File: src/core/rstseq_pkg.sv
package rstseq_pkg;
   // Reset request sources, one bit each
   localparam int SRC_POR      = 0;
   localparam int SRC_PIN      = 1;
   localparam int SRC_CMP      = 2;
   localparam int SRC_SW       = 3;
   localparam int SRC_SUPPLY   = 4;
   localparam int SRC_WDOG     = 5;
   localparam int SRC_MCD      = 6;
   localparam int SRC_FLASH    = 7;
   localparam int NUM_SRC      = 8;

   localparam int PORT_W       = 8;
   localparam int PC_W         = 16;
   localparam int DAC_W        = 12;
   localparam int REF_W        = 4;

   localparam logic [PC_W-1:0]   PC_RESET      = 16'h0000;
   localparam logic [PORT_W-1:0] PORT_LATCH_RST = 8'hFF;
   localparam logic [DAC_W-1:0]  DAC_RST       = 12'h000;
   localparam logic [REF_W-1:0]  REF_RST       = 4'h0;
   localparam logic              CLKSEL_INT    = 1'b0;

   // Exit delay after any source, power-on included, is released
   localparam int CLK_MHZ         = 25;
   localparam int T_RST_US        = 50;
   localparam int T_RST_CYC       = T_RST_US * CLK_MHZ;
   localparam int DLY_W           = 12;

   typedef struct packed {
      logic [PORT_W-1:0] latch;
      logic [PORT_W-1:0] open_drain;
      logic [PORT_W-1:0] weak_pullup;
   } rstseq_port_t;

   typedef struct packed {
      rstseq_port_t      port;
      logic [DAC_W-1:0]  dac;
      logic [REF_W-1:0]  vref;
   } rstseq_keep_t;
endpackage

File: src/core/rstseq_combine.sv
`timescale 1ns/100ps
// Merges reset requests and flags whether a power-on kind is among them
module rstseq_combine (
   input  wire logic                             clk,
   input  wire logic [rstseq_pkg::NUM_SRC-1:0]   req,
   output logic                                  any_req,
   output logic                                  por_req,
   output logic                                  pin_drive_req,
   output logic [rstseq_pkg::NUM_SRC-1:0]        req_q
);
   always_ff @(posedge clk) begin
      req_q         <= req;
      any_req       <= |req;
      por_req       <= req[rstseq_pkg::SRC_POR];
      pin_drive_req <= req[rstseq_pkg::SRC_POR] | req[rstseq_pkg::SRC_SUPPLY];
   end
endmodule

File: src/core/rstseq_top.sv
`timescale 1ns/100ps
// How it works
// - Reset halts the core's instruction execution
// - Registers default; power-on-only bits survive others
// - Port latches one, open-drain, weak pull-ups
// - Interrupts and timers disabled during reset
// - Data RAM never touched by reset
// - Retention keeps ports, DAC, reference except POR
// - POR and supply resets drive pin low
// - Program counter cleared to zero on exit
// - Internal oscillator selected on exit
// - Watchdog enabled and running after exit
// - Eight sources each request reset
// - Fixed 50 us delay before execution resumes
module rstseq_top (
   input  wire logic                              CLK_SYS,
   input  wire logic                              SYS_RST,
   input  wire logic [rstseq_pkg::NUM_SRC-1:0]    RST_REQ,
   input  wire logic                              RETAIN_EN,
   input  wire logic                              RETAIN_EN_WE,
   input  wire logic                              PORT_LOAD,
   input  wire rstseq_pkg::rstseq_keep_t          KEEP_IN,
   output logic                                   CORE_RUN,
   output logic                                   REG_RST,
   output logic                                   POR_REG_RST,
   output logic                                   IRQ_TIMER_EN,
   output logic                                   RAM_RST,
   output logic [rstseq_pkg::PC_W-1:0]            PC_LOAD_VALUE,
   output logic                                   PC_LOAD,
   output logic                                   CLKSEL_DEFAULT,
   output logic                                   CLKSEL_FORCE,
   output logic                                   WDOG_EN,
   output logic                                   RESET_PIN_N_OUT,
   output logic                                   RESET_PIN_N_OE,
   output logic                                   RETAIN_STATE,
   output rstseq_pkg::rstseq_keep_t               KEEP_OUT,
   output logic [rstseq_pkg::NUM_SRC-1:0]         RST_CAUSE
);
   typedef enum logic [1:0] {ST_RESET, ST_WAIT, ST_RUN} rstseq_state_t;

   localparam logic [rstseq_pkg::DLY_W-1:0] DLY_LAST =
      rstseq_pkg::DLY_W'(rstseq_pkg::T_RST_CYC - 1);

   rstseq_state_t                   state;
   rstseq_state_t                   next_state;
   logic [rstseq_pkg::DLY_W-1:0]    dly;
   logic                            any_req;
   logic                            por_req;
   logic                            pin_drive_req;
   logic [rstseq_pkg::NUM_SRC-1:0]  req_q;
   logic                            por_seen;
   logic                            retain;
   logic                            in_reset;
   logic                            leaving;

   rstseq_combine u_combine (
      .clk           (CLK_SYS),
      .req           (RST_REQ),
      .any_req       (any_req),
      .por_req       (por_req),
      .pin_drive_req (pin_drive_req),
      .req_q         (req_q)
   );

   assign in_reset = SYS_RST | any_req;
   assign leaving  = (state == ST_WAIT) && (dly == DLY_LAST) && !in_reset;

   always_comb begin
      next_state = state;
      case (state)
         ST_RESET: if (!in_reset) next_state = ST_WAIT;
         ST_WAIT:  begin
            if (in_reset) next_state = ST_RESET;
            else if (dly == DLY_LAST) next_state = ST_RUN;
         end
         ST_RUN:   if (in_reset) next_state = ST_RESET;
         default:  next_state = ST_RESET;
      endcase
   end

   always_ff @(posedge CLK_SYS) begin
      if (SYS_RST) state <= ST_RESET;
      else state <= next_state;
   end

   // Delay counts only while waiting; any new request restarts it
   always_ff @(posedge CLK_SYS) begin
      if (SYS_RST || state != ST_WAIT || in_reset) dly <= '0;
      else if (dly != DLY_LAST) dly <= dly + 1'b1;
   end

   // Power-on kind of reset: remembered until the sequence ends
   always_ff @(posedge CLK_SYS) begin
      if (SYS_RST) por_seen <= 1'b1;
      else if (por_req) por_seen <= 1'b1;
      else if (state == ST_RUN) por_seen <= 1'b0;
   end

   // Retention enable is itself a power-on-only bit
   always_ff @(posedge CLK_SYS) begin
      if (SYS_RST || por_req) retain <= 1'b0;
      else if (RETAIN_EN_WE) retain <= RETAIN_EN;
   end

   // Cause capture: sticky while in reset, new sources added
   always_ff @(posedge CLK_SYS) begin
      if (SYS_RST) RST_CAUSE <= 8'h01;
      else if (state == ST_RUN && any_req) RST_CAUSE <= req_q;
      else if (state != ST_RUN) RST_CAUSE <= RST_CAUSE | req_q;
   end

   always_ff @(posedge CLK_SYS) begin
      if (SYS_RST) begin
         CORE_RUN     <= 1'b0;
         REG_RST      <= 1'b1;
         POR_REG_RST  <= 1'b1;
         IRQ_TIMER_EN <= 1'b0;
      end else begin
         CORE_RUN     <= (state == ST_RUN || leaving) && !in_reset;
         REG_RST      <= (state != ST_RUN || in_reset) && !leaving;
         POR_REG_RST  <= por_req || (por_seen && state != ST_RUN && !leaving);
         IRQ_TIMER_EN <= (state == ST_RUN || leaving) && !in_reset;
      end
   end

   // RAM is never cleared by any reset
   always_ff @(posedge CLK_SYS) begin
      RAM_RST <= 1'b0;
   end

   always_ff @(posedge CLK_SYS) begin
      if (SYS_RST) begin
         PC_LOAD        <= 1'b1;
         PC_LOAD_VALUE  <= rstseq_pkg::PC_RESET;
         CLKSEL_FORCE   <= 1'b1;
         CLKSEL_DEFAULT <= rstseq_pkg::CLKSEL_INT;
         WDOG_EN        <= 1'b0;
      end else begin
         // Same terms as CORE_RUN, so no cycle runs on a stale counter or clock
         PC_LOAD        <= !((state == ST_RUN || leaving) && !in_reset);
         PC_LOAD_VALUE  <= rstseq_pkg::PC_RESET;
         CLKSEL_FORCE   <= !((state == ST_RUN || leaving) && !in_reset);
         CLKSEL_DEFAULT <= rstseq_pkg::CLKSEL_INT;
         WDOG_EN        <= (state == ST_RUN || leaving) && !in_reset;
      end
   end

   // Open-drain pin: output is always low, enable pulls it
   always_ff @(posedge CLK_SYS) begin
      RESET_PIN_N_OUT <= 1'b0;
      if (SYS_RST) RESET_PIN_N_OE <= 1'b1;
      else RESET_PIN_N_OE <= pin_drive_req || (por_seen && state != ST_RUN && !leaving);
   end

   // Retained outputs: held through non-power-on resets when enabled
   always_ff @(posedge CLK_SYS) begin
      if (SYS_RST || por_req) begin
         KEEP_OUT.port.latch       <= rstseq_pkg::PORT_LATCH_RST;
         KEEP_OUT.port.open_drain  <= rstseq_pkg::PORT_LATCH_RST;
         KEEP_OUT.port.weak_pullup <= rstseq_pkg::PORT_LATCH_RST;
         KEEP_OUT.dac              <= rstseq_pkg::DAC_RST;
         KEEP_OUT.vref             <= rstseq_pkg::REF_RST;
      end else if (in_reset || state != ST_RUN) begin
         if (!retain) begin
            KEEP_OUT.port.latch       <= rstseq_pkg::PORT_LATCH_RST;
            KEEP_OUT.port.open_drain  <= rstseq_pkg::PORT_LATCH_RST;
            KEEP_OUT.port.weak_pullup <= rstseq_pkg::PORT_LATCH_RST;
            KEEP_OUT.dac              <= rstseq_pkg::DAC_RST;
            KEEP_OUT.vref             <= rstseq_pkg::REF_RST;
         end
      end else if (PORT_LOAD) begin
         KEEP_OUT <= KEEP_IN;
      end
   end

   always_ff @(posedge CLK_SYS) begin
      if (SYS_RST) RETAIN_STATE <= 1'b0;
      else RETAIN_STATE <= retain;
   end
endmodule

File: config.mk
export PLATFORM = sky130hd
export DESIGN_NAME = rstseq_top
export DESIGN_NICKNAME = d
export VERILOG_FILES = /design/src/core/rstseq_pkg.sv /design/src/core/rstseq_combine.sv /design/src/core/rstseq_top.sv
export SDC_FILE = /design/constraint.sdc
export NUM_CORES = 1
export LEC_CHECK = 0
export ABC_AREA = 1
export BUFFER_PORTS_ARGS = -buffer_cell sky130_fd_sc_hd__buf_4
export CAP_MARGIN = 30
export CORE_AREA = 2 2 110 112
export CTS_CLUSTER_SIZE = 24
export DETAILED_ROUTE_END_ITERATION = 10
export DIE_AREA = 0 0 112 114
export GPL_TIMING_DRIVEN = 0
export RECOVER_POWER = 25
export SYNTH_ARGS = -nofsm -noshare
export SYNTH_HDL_FRONTEND = slang
export SYNTH_SLANG_ARGS = --single-unit
export TNS_END_PERCENT = 1
File: constraint.sdc
create_clock -name CLK_SYS -period 3.9 [get_ports CLK_SYS]
set_clock_uncertainty 0.2 [all_clocks]
set_input_delay 0.195 -clock CLK_SYS [delete_from_list [all_inputs] [get_ports CLK_SYS]]
set_output_delay 0.195 -clock CLK_SYS [all_outputs]
set_load 0.05 [all_outputs]
=== Word level (Yosys, flattened, before mapping) ===
Cells that the tools add are included.

* Register bits after elaboration: 81
* Input port bits: 53

* Add/sub/neg operators: 1
* Equality and inequality tests: 10
* Multiplexer cells: 10
* Bitwise logic cells: 3
* Reduce and logical (&&, ||, !) cells: 24

{| class="wikitable"
|+ Operators with widths
! cell !! count
|-
| 40-bit 2-to-1 mux || 3
|-
| 8-bit 2-to-1 mux || 2
|-
| 12-bit by 1-bit adder with 12-bit output, second input constant || 1
|-
| 12-bit by 11-bit equality test with 1-bit output, second input constant || 1
|-
| 12-bit by 11-bit != test with 1-bit output, second input constant || 1
|-
| 2-bit 2-to-1 mux || 4
|-
| 2-bit != test, second input constant || 4
|-
| 8-bit OR || 1
|-
| 8-bit OR reduction || 1
|-
| 1-bit logical AND || 7
|-
| 1-bit logical OR || 7
|-
| 2-bit case mux with 3 select lines || 1
|-
| 2-bit nonzero test || 2
|-
| 1-bit logical NOT || 3
|-
| 3-bit by 2-bit != test with 1-bit output, second input constant || 1
|-
| 3-bit AND reduction || 1
|-
| 2-bit by 1-bit equality test with 1-bit output, second input constant || 1
|-
| 2-bit equality test, second input constant || 1
|-
| 2-bit logical NOT || 1
|-
| 2-bit by 1-bit != test with 1-bit output, second input constant || 1
|-
| 1-bit OR || 2
|-
| 2-bit AND reduction || 1
|-
| 2-bit OR reduction || 1
|}

=== Logic depth before layout (Yosys ltp) ===
Gate-level depths: netlist (run 1).

* Word-level depth: 6
* Depth in mapped cells: 9
* Mapped depth without buffers: 8

=== By module ===
Synthesis (run 1) repeated with hierarchy kept, for this count alone.

* Cell total of the unflattened synthesis: 392
* Area total of the unflattened synthesis: 3168.0 µm²

{| class="wikitable"
|+ By module, submodules not included
! module !! times used !! cells an instance !! area an instance (µm²)
|-
| rstseq_top || 1 || 366 || 2901.5
|-
| rstseq_combine || 1 || 26 || 266.5
|}

=== Least setup slack after synthesis (run 1) ===
No wires, ideal clock.

* Kind: register to register
* Start: reg state[0]
* End: reg KEEP_OUT[23] in the netlist's numbering
* Setup time: 0.118 ns
* Arrival time: 1.078 ns
* Required time: 3.582 ns
* Path slack: 2.504 ns
* Cell stages (with the launch flop): 6
* Buffers on the path: 1
* Cells stage by stage: dfxtp_1 nor2_4 nand2_2 a21oi_4 buf_8 nand3_2

* Longest elaborated chain between the ends: 4
* Elaborated cells between the ends (all ways): 6
* Those cells by class: eq/ne: 2; mux: 1; reduce/logical: 3

{| class="wikitable"
|+ Ends and longest elaborated chain
! item !! line !! RTL
|-
| from (decl) || rstseq_top.sv:44 || <nowiki>rstseq_state_t state;</nowiki>
|-
| from (signal assigned) || rstseq_top.sv:83 || <nowiki>else state <= next_state;</nowiki>
|-
| 2-bit != test * || rstseq_top.sv:163 || <nowiki>end else if (in_reset || state != ST_RUN) begin</nowiki>
|-
| 1-bit logical OR * || rstseq_top.sv:163 ||
|-
| 2-bit != test (no line) / 2-bit nonzero test (equally long branches) || -- ||
|-
| 2-bit AND reduction (no line) || -- ||
|-
| to (decl) || rstseq_top.sv:36 || <nowiki>output rstseq_pkg::rstseq_keep_t KEEP_OUT,</nowiki>
|}

Every way passes the cells marked *; elsewhere a longest branch is shown, timed or not.
A chain may end at the register's enable or synchronous reset.

=== Final worst setup path (run 1) ===
* Start: in SYS_RST
* End: reg KEEP_OUT[34] in the netlist's numbering

* Longest elaborated chain between the ends: 4
* Elaborated cells between the ends (all ways): 7
* Those cells by class: eq/ne: 1; mux: 1; bitwise: 1; reduce/logical: 4

{| class="wikitable"
|+ Ends and longest elaborated chain
! item !! line !! RTL
|-
| from (decl) || rstseq_top.sv:17 || <nowiki>input wire logic SYS_RST,</nowiki>
|-
| 1-bit OR || rstseq_top.sv:65 || <nowiki>assign in_reset = SYS_RST | any_req;</nowiki>
|-
| 1-bit logical OR || rstseq_top.sv:163 ||
|-
| 2-bit != test (no line) / 2-bit nonzero test (equally long branches) || -- ||
|-
| 2-bit AND reduction (no line) || -- ||
|}

Several ways; a longest one is shown, not always the timed one.

==> flow_summary.json, run 1 <==
{
  "async_flop_share": 0,
  "postSynthCellCount": 386,
  "ctsRootBufferMaster": "clkbuf_16",
  "synth_seq_cells": 80,
  "synth_edf_count": 0,
  "path_clk_slew_ns": 0.06,
  "numCtsBuffers": 9,
  "hold_class": "in2reg",
  "ctsResizeCount": 0,
  "grt_pass1_vias": 2952,
  "post-synth-top-area-cell": "dfxtp_1",
  "final_layout_size_suffix_gt1_frac": 0.328,
  "cts_tree": "built",
  "power.leakage_nw": 2.10,
  "synth_area_leaders": "dfxtp_1, nand2_1, nand3_1, buf_4, nand2_2",
  "die_y_um": 114,
  "gp_congestion": 0.800,
  "critical-path-max-stage-delay_ns": 0.54,
  "fin_crit_sh": 0.537,
  "port_buffers": 109,
  "status": "finished, final reports clean",
  "crit_type": "in2reg",
  "syn_to_final_growth_pct": 54.3,
  "max_slew_margin": 0.560,
  "routed_wl_mm": 8.45,
  "netlist_area_um2": 3290,
  "yosys.area.top_type_share": 0.487,
  "grt_first_pass_wirelength_mm": 13.5,
  "rsz0062_at_grt": "no",
  "cpMaxStageDelayCell": "dlygate4sd3_1",
  "synthesis.area_per_instance_um2": 8.51,
  "place_hpwl_mm": 6.10,
  "fin_crit_ns": 2.09,
  "antenna_found_initial": 0,
  "crit_fanout": 10,
  "via_per_inst": 4.23,
  "drtIter0Drc": 100,
  "seq_area_frac_synth": 0.487,
  "cts.sinks": 80,
  "grt_max_degree": 14,
  "synthTopCellsByCount": "nand2_1, dfxtp_1, nand3_1",
  "peakVddDrop_uv": 216,
  "p_total_mw": 1.90,
  "htreeDepth": 3,
  "yosysWarnings": 0,
  "antenna_left": 0,
  "arrival_ns": 2.11,
  "final_nets": 630,
  "io_pins": 129,
  "crit_path_end_kind": "register",
  "grtUsageTotal": 0.132,
  "gr-total-overflow": 0,
  "clockBufferDepth": 2,
  "dominantRegCellSynth": "dfxtp_1",
  "power-per-cell-area_nw_per_um2": 375,
  "core_area_um2": 11700,
  "initial_utilization": 0.281,
  "hold_viol": 0,
  "clk_latency_ns": 0.33,
  "fmax_mhz": 477,
  "dr.pass1.iters": 4,
  "yosysMostFrequentCell": "nand2_1",
  "drv_cap": 0,
  "vias": 3076,
  "placementRows": 40,
  "wl_per_cell_um": 11.6,
  "crit_chain": "dlygate4sd3_1 -> buf_4 -> clkbuf_1 -> nor2_8 -> inv_6 -> a21oi_4 -> buf_8 -> nand3_2",
  "drv_slew": 0,
  "required_ns": 3.92,
  "die-width_um": 112,
  "ys_types": 32,
  "drcViolationCount": 0,
  "dieArea_um2": 12800,
  "tightest_slew_ns": 0.663,
  "setup_viol": 0,
  "fin_tns_setup_ns": 0,
  "insertedDiodeCount": 0,
  "critPathLaunchType": "input pin"
}
[critical path, delay by kind of cell]
| kind | cells | cell delay (ns) |
|---|---|---|
| buf+inv | 5 | 1.28 |
| simple gates | 2 | 0.36 |
| compound gates | 1 | 0.29 |
[where the power goes]
part | internal, mW | total, mW | switching (mW)
Sequential | 0.830 | 0.836 | 0.00622
Combinational | 0.0935 | 0.207 | 0.113
Clock | 0.529 | 0.860 | 0.330
[cell usage in the layout, fill, tap and decap left out, drive strengths merged]
cell / synthesis / routed
bufinv: 0 / 1
inv: 25 / 26
nand3: 53 / 53
dfxtp: 80 / 80
clkinv: 0 / 3
a31oi: 1 / 1
o21ai: 11 / 11
xor2: 1 / 1
dlygate4sd3: 0 / 51
ha: 2 / 2
a21oi: 32 / 32
conb: 1 / 19
or2: 1 / 1
nand4: 4 / 4
nor2: 23 / 23
buf: 35 / 112
nand3b: 1 / 1
nor4: 2 / 2
clkbuf: 0 / 43
nor3b: 1 / 1
nand2: 112 / 112
o21a: 1 / 1
[area by class of cell]
class	instances	area (µm²)
timing repair buffer	160	1230
multi-input combinational	264	1370
buffer	35	273
tap	147	184
fill	1192	6640
clock buffer	11	253
clock inverter	5	53.8
inverter	25	106
sequential	80	1600
[stage by stage]
step           area, µm²  hold WS, ns  instances  worst slack, ns  utilization
6_report            5070        0.152        727             1.81        0.433
5_1_grt             5070        0.183        727             1.71        0.433
4_1_cts             5170        0.166        727             2.03        0.442
3_5_place_dp        4360        0.112        660             2.24        0.372
3_3_place_gp        4360        0.111        660             2.27        0.372
2_1_floorplan       3350       0.0227        404             2.50            -
[path summary, 6_finish.rpt]
check,startpoint,end,slack (ns),cells after the start
setup / recovery,SYS_RST,KEEP_OUT[34]$_SDFFE_PP1P_,1.81,8
setup reg to reg,dly[0]$_SDFFE_PP0P_,REG_RST$_SDFF_PP1_,2.27,6
hold / removal,PORT_LOAD,KEEP_OUT[36]$_SDFFE_PP1P_,0.15,5
hold reg to reg,u_combine.pin_drive_req$_DFF_P_,RESET_PIN_N_OE$_SDFF_PP1_,0.22,2
[what timing repair did]
item | in CTS | in global routing
hold endpoints to repair | 52 | 0
buffers inserted | 0 | 0
hold buffers | 51 | 0
[logic make-up after synthesis]
kind of cell / after synthesis / synth area share
AOI/OAI and AO/OA: 45 / 0.0845
other: 1 / 0.00114
DFF: 80 / 0.487
adders and majority gates: 2 / 0.00761
and+or+nand+nor: 197 / 0.299
xor gates and xnor gates: 1 / 0.00267
buffers and inverters: 60 / 0.118
[metal layers]
metal	vias up	wire, µm	GRT usage
met2	84	4150	0.231
met3	13	491	0.0351
met5	-	0	0
met4	0	176	0.0659
met1	1382	3630	0.148
li1	1597	-	-
[state kept, by name, indices dropped and copies added, names as in the netlist, 2 cells and up]
name and flops:
KEEP_OUT 40, RST_CAUSE 8, dly 12, state 2, u_combine.req_q 8
Note: power is estimated with default switching activity, not from simulation.
==> run 2: changes to the inputs <==
- ABC_AREA: 1 -> 0
- CORE_AREA: 2 2 110 112 -> 2 2 104 106
- DIE_AREA: 0 0 112 114 -> 0 0 106 108
- clock period: 3.9 -> 2.08 ns (I/O delays scaled with it)
==> run 2 against run 1 <==
Wire length fell by 8.1%. Via count down 13%. Final area decreased by 9.0%. Final cell count is 17% lower. Combinational power grew 78%. Sequential cell count stayed put. Setup slack lost 1.7 ns.
==> flow_summary.json, run 2 <==
{
  "synth_area_leaders": "dfxtp_1, a221o_1, buf_4, a22o_1, a21oi_1",
  "final_area_um2": 4610,
  "vias": 2676,
  "crit_path_end_kind": "register",
  "multiInputGateArea_um2": 1140,
  "reg_top3": "KEEP_OUT (40), dly (12)",
  "yosysWarnings": 0,
  "syn_to_final_growth_pct": 58.3,
  "initial_utilization": 0.285,
  "grt_pass1_vias": 2542,
  "drcViolationCount": 0,
  "status": "finished, final reports clean",
  "synth_seq_cells": 80,
  "wl_per_cell_um": 13.0,
  "crit_fanout": 1,
  "crit_top_cell": "dlygate4sd3_1",
  "insertedDiodeCount": 0,
  "drv_slew": 0,
  "seqCellArea_um2": 1600,
  "final_layout_size_suffix_gt1_frac": 0.308,
  "path_delay_family": "buffers and inverters",
  "crit_chain": "dlygate4sd3_1 -> buf_4 -> mux2i_1 -> dlygate4sd3_1 -> nor2_1 -> dlygate4sd3_1",
  "max_slew_margin": 0.569,
  "path_clk_slew_ns": 0.09,
  "crit_cells": 6,
  "cts.sinks": 80,
  "drv_cap": 0,
  "gr-total-overflow": 0,
  "async_flop_share": 0,
  "final_nets": 514,
  "dominantRegCellSynth": "dfxtp_1",
  "holdPathStages": 2,
  "die_y_um": 108,
  "crit_buf_inv": 4,
  "power-per-cell-area_nw_per_um2": 644,
  "crit_type": "in2reg",
  "synth_edf_count": 0,
  "port_buffers": 109,
  "cts_tree": "built",
  "netlist_area_um2": 2920,
  "grt_first_pass_wirelength_mm": 12.0,
  "dpl.cell_count": 532,
  "pre_cts_ws_ns": -0.199,
  "setup_viol": 0,
  "placementRows": 37,
  "fin_util": 0.451,
  "critical-path-max-stage-delay_ns": 0.57,
  "antenna_found_initial": 0,
  "ys_types": 43,
  "routed_wl_mm": 7.77,
  "clk_latency_ns": 0.34,
  "die-width_um": 106,
  "grt_max_degree": 16,
  "postSynthCellCount": 268,
  "regMostFlops": "KEEP_OUT",
  "dieArea_um2": 11400,
  "setup_ws_ns": 0.0593,
  "htreeDepth": 3,
  "place_area_um2": 3980,
  "ctsRootBufferMaster": "clkbuf_8",
  "rsz0062_at_grt": "no",
  "stdcell_count": 600,
  "required_ns": 2.12,
  "fin_crit_sh": 0.971,
  "io_pins": 129,
  "drtIter0Drc": 154,
  "dr.pass1.iters": 4,
  "reg2reg_depth": 6,
  "antenna_left": 0,
  "hold_class": "in2reg",
  "final_common_cell": "buf_4",
  "power.leakage_nw": 1.92,
  "holdWs_ns": 0.228,
  "gp_congestion": 0.744,
  "fin_crit_ns": 2.02,
  "place_hpwl_mm": 5.22,
  "arrival_ns": 2.06,
  "post-synth-top-area-cell": "dfxtp_1",
  "hold_viol": 0,
  "core_area_um2": 10200,
  "yosys.area.top_type_share": 0.549,
  "largest_reg_flops": 40,
  "p_total_mw": 2.97,
  "fin_tns_setup_ns": 0,
  "final_cell_mix": "buf_4, dfxtp_1, dlygate4sd3_1",
  "yosysMostFrequentCell": "dfxtp_1",
  "numCtsBuffers": 9,
  "synthTopCellsByCount": "dfxtp_1, buf_4, a221o_1",
  "synthesis.area_per_instance_um2": 10.9,
  "critPathLaunchType": "input pin",
  "fmax_mhz": 495,
  "grtUsageTotal": 0.131,
  "tightest_slew_ns": 0.650,
  "cpMaxStageDelayCell": "dlygate4sd3_1",
  "seq_area_frac_synth": 0.549,
  "clockBufferDepth": 2,
  "peakVddDrop_uv": 400,
  "fill_cells": 990,
  "via_per_inst": 4.46
}
run 2: cell types whose count changed after synthesis, sizes merged, moves of 7 or more:
cell   delta
o21ai     -7
nand3    -49
nand2   -106
a22o     +16
a21oi    -16
nor3      +9
nor2      -8
a221o    +18
inv      -19
o22a      +7
run 2: final cells by class:
cell class / instances / area share
plain buffers: 34 / 0.0518
clock buffers: 9 / 0.0268
clock inverters: 7 / 0.0119
inverters: 6 / 0.00488
multi-input cells: 165 / 0.247
flip-flops and latches: 80 / 0.347
well taps: 136 / 0.0369
repair buffers: 163 / 0.274
run 2: timing repair:
item	in CTS	in global routing
setup buffers	0	1
endpoints found under the hold margin	56	0
hold buffers	52	0
gates resized for setup	3	2
cloned	0	0
endpoints found under the setup margin	26	23
run 2: routing by layer:
layer	wire length (µm)	part of all wire	GRT usage	vias up
li1	-	-	-	1337
met2	3810	0.49	0.221	97
met1	3410	0.44	0.160	1233
met5	0	0	0	-
met4	104	0.013	0.0479	0
met3	447	0.058	0.0350	9
run 2: cells by family (layout without fill, tap and decap cells):
logic type / after synthesis / count (layout) / share of synthesized area
compound gates: 73 / 73 / 0.197
flops: 80 / 80 / 0.549
simple gates: 64 / 64 / 0.130
mux: 5 / 5 / 0.0172
other cells: 1 / 19 / 0.00129
fa+ha+maj: 2 / 2 / 0.00858
buf+inv: 41 / 219 / 0.0910
xor+xnor: 2 / 2 / 0.00601
run 2: worst paths after layout:
check / to / start / slack, ns
max: retain$_SDFFE_PP0P_ / RETAIN_EN / 0.06
min: u_combine.req_q[4]$_DFF_P_ / RST_REQ[4] / 0.23
max reg2reg: KEEP_OUT[38]$_SDFFE_PP1P_ / state[0]$_SDFFE_PP0P_ / 0.08
min reg2reg: dly[11]$_SDFFE_PP0P_ / dly[11]$_SDFFE_PP0P_ / 0.28
run 2: where the power goes:
part | total [mW] | internal [mW] | switching (mW) | leakage, nW
Sequential | 1.57 | 1.55 | 0.0136 | 0.652
Clock | 1.04 | 0.448 | 0.587 | 0.0919
Combinational | 0.368 | 0.178 | 0.190 | 1.18
==> run 3: changes to the inputs <==
==> constraint.sdc (replaced) <==
create_clock -name CLK_SYS -period 2.08 [get_ports CLK_SYS]
set_clock_uncertainty 0.2 [all_clocks]
set_input_delay 0.208 -clock CLK_SYS [delete_from_list [all_inputs] [get_ports CLK_SYS]]
set_output_delay 0.208 -clock CLK_SYS [all_outputs]
set_load 0.05 [all_outputs]
==> run 3 against run 2 <==
Sequential cell count stayed put. Maximum frequency is 1.3% higher. Non-clock buffer count is 1 higher. Core utilization hardly changed. Global-route usage is 0.051 points lower. First-iteration DRC count is 1.3% higher. Via count is 0.26% lower. Critical endpoint is now KEEP_OUT[38]$_SDFFE_PP1P_. Clock power hardly changed. Register-to-register slack hardly changed. Combinational power hardly changed. Power is 0.11% lower. Final cell count is 0.17% higher.
==> flow_summary.json, run 3 (synthesis results as in run 2) <==
{
  "status": "finished, final reports clean",
  "htreeDepth": 3,
  "vias": 2669,
  "routed_wl_mm": 7.75,
  "antenna_found_initial": 0,
  "gr-total-overflow": 0,
  "gr-usage-met2": 0.220,
  "die_y_um": 108,
  "placementRows": 37,
  "dieArea_um2": 11400,
  "fmax_mhz": 501,
  "final_nets": 515,
  "grt_first_pass_wirelength_mm": 11.9,
  "numCtsBuffers": 9,
  "pre_cts_ws_ns": -0.199,
  "hold_viol": 0,
  "grtUsageTotal": 0.130,
  "grt_max_degree": 16,
  "port_buffers": 109,
  "setup_viol": 0,
  "io_pins": 129,
  "drtIter0Drc": 156,
  "crit_type": "reg2reg",
  "core_area_um2": 10200,
  "power-per-cell-area_nw_per_um2": 643,
  "reg_top3": "KEEP_OUT (40), dly (12)",
  "initial_utilization": 0.285,
  "cts.sinks": 80,
  "largest_reg_flops": 40,
  "ctsRootBufferMaster": "clkbuf_8",
  "arrival_ns": 2.02,
  "grt_use_met3": 0.0362,
  "regMostFlops": "KEEP_OUT",
  "via_per_inst": 4.44,
  "max_slew_margin": 0.569,
  "reg2reg_depth": 6,
  "fill_cells": 992,
  "required_ns": 2.11,
  "final_common_cell": "buf_4",
  "gr-usage-met1": 0.159,
  "peakVddDrop_uv": 399,
  "tightest_slew_ns": 0.650,
  "gp_congestion": 0.744,
  "fin_crit_sh": 0.959,
  "rsz0062_at_grt": "no",
  "crit_fanout": 10,
  "final_layout_size_suffix_gt1_frac": 0.312,
  "die-width_um": 106,
  "drv_slew": 0,
  "place_hpwl_mm": 5.22,
  "grt_busiest_layer": "met2",
  "antenna_left": 0,
  "fin_tns_setup_ns": 0,
  "insertedDiodeCount": 0,
  "grt_pass1_vias": 2543,
  "clk_latency_ns": 0.34,
  "crit_path_end_kind": "register",
  "hold_class": "in2reg",
  "power.leakage_nw": 1.92,
  "holdWs_ns": 0.0551,
  "dr.pass1.iters": 4,
  "final_cell_mix": "buf_4, dfxtp_1, dlygate4sd3_1",
  "fin_crit_ns": 2.00,
  "drv_cap": 0,
  "wl_per_cell_um": 12.9,
  "holdPathStages": 3,
  "cts_tree": "built",
  "clockBufferDepth": 2,
  "syn_to_final_growth_pct": 58.4,
  "path_clk_slew_ns": 0.09,
  "setup_ws_ns": 0.0845,
  "critPathLaunchType": "register",
  "drcViolationCount": 0
}
-- run 3: power by group --
group          internal [mW]  switching (mW)  total, mW
combinational          0.176           0.189      0.365
clock                  0.448           0.587       1.04
sequential              1.55          0.0136       1.57
total                   2.18           0.790       2.97
-- run 3: routing by layer --
layer,up-vias,part of all wire
met3,9,0.056
met5,-,0
met2,86,0.50
met4,0,0.013
li1,1342,-
met1,1232,0.44
-- run 3: final timing paths --
check / to / slack [ns] / start
max reg2reg: KEEP_OUT[38]$_SDFFE_PP1P_ / 0.08 / state[0]$_SDFFE_PP0P_
min: POR_REG_RST$_SDFF_PP1_ / 0.06 / SYS_RST
min reg2reg: dly[11]$_SDFFE_PP0P_ / 0.28 / dly[11]$_SDFFE_PP0P_
max: KEEP_OUT[38]$_SDFFE_PP1P_ / 0.08 / state[0]$_SDFFE_PP0P_
-- run 3: timing repair --
item	in CTS	in global routing
gates resized for setup	3	3
setup buffers	0	2
endpoints found under the hold margin	52	0
hold buffers	51	0
cloned	0	0
setup endpoints to repair	26	21
-- run 3: worst max-delay path, cell delays in order, from the launching register on --
cell and delay [ns]:
dfxtp_1 0.39, or3b_1 0.38, buf_2 0.19, a21o_1 0.20, buf_6 0.13, buf_6 0.13
a221o_1 0.25
-- run 3: final cells by class --
type	instances	area (µm²)	area share
inverter	6	22.5	0.00488
clock inverter	7	55.1	0.0119
sequential	80	1600	0.347
clock buffer	9	124	0.0268
multi-input combinational	165	1140	0.247
buffer	35	243	0.0526
timing repair buffer	163	1260	0.273
tap	136	170	0.0369
-- run 3: metrics by stage --
step | util | cells | instance area (µm²) | total power, mW
2_1_floorplan | - | 286 | 2980 | 1.78
3_3_place_gp | 0.388 | 531 | 3970 | 1.89
3_5_place_dp | 0.389 | 532 | 3980 | 1.89
4_1_cts | 0.458 | 599 | 4690 | 3.01
5_1_grt | 0.451 | 601 | 4620 | 3.10
6_report | 0.451 | 601 | 4620 | 2.97
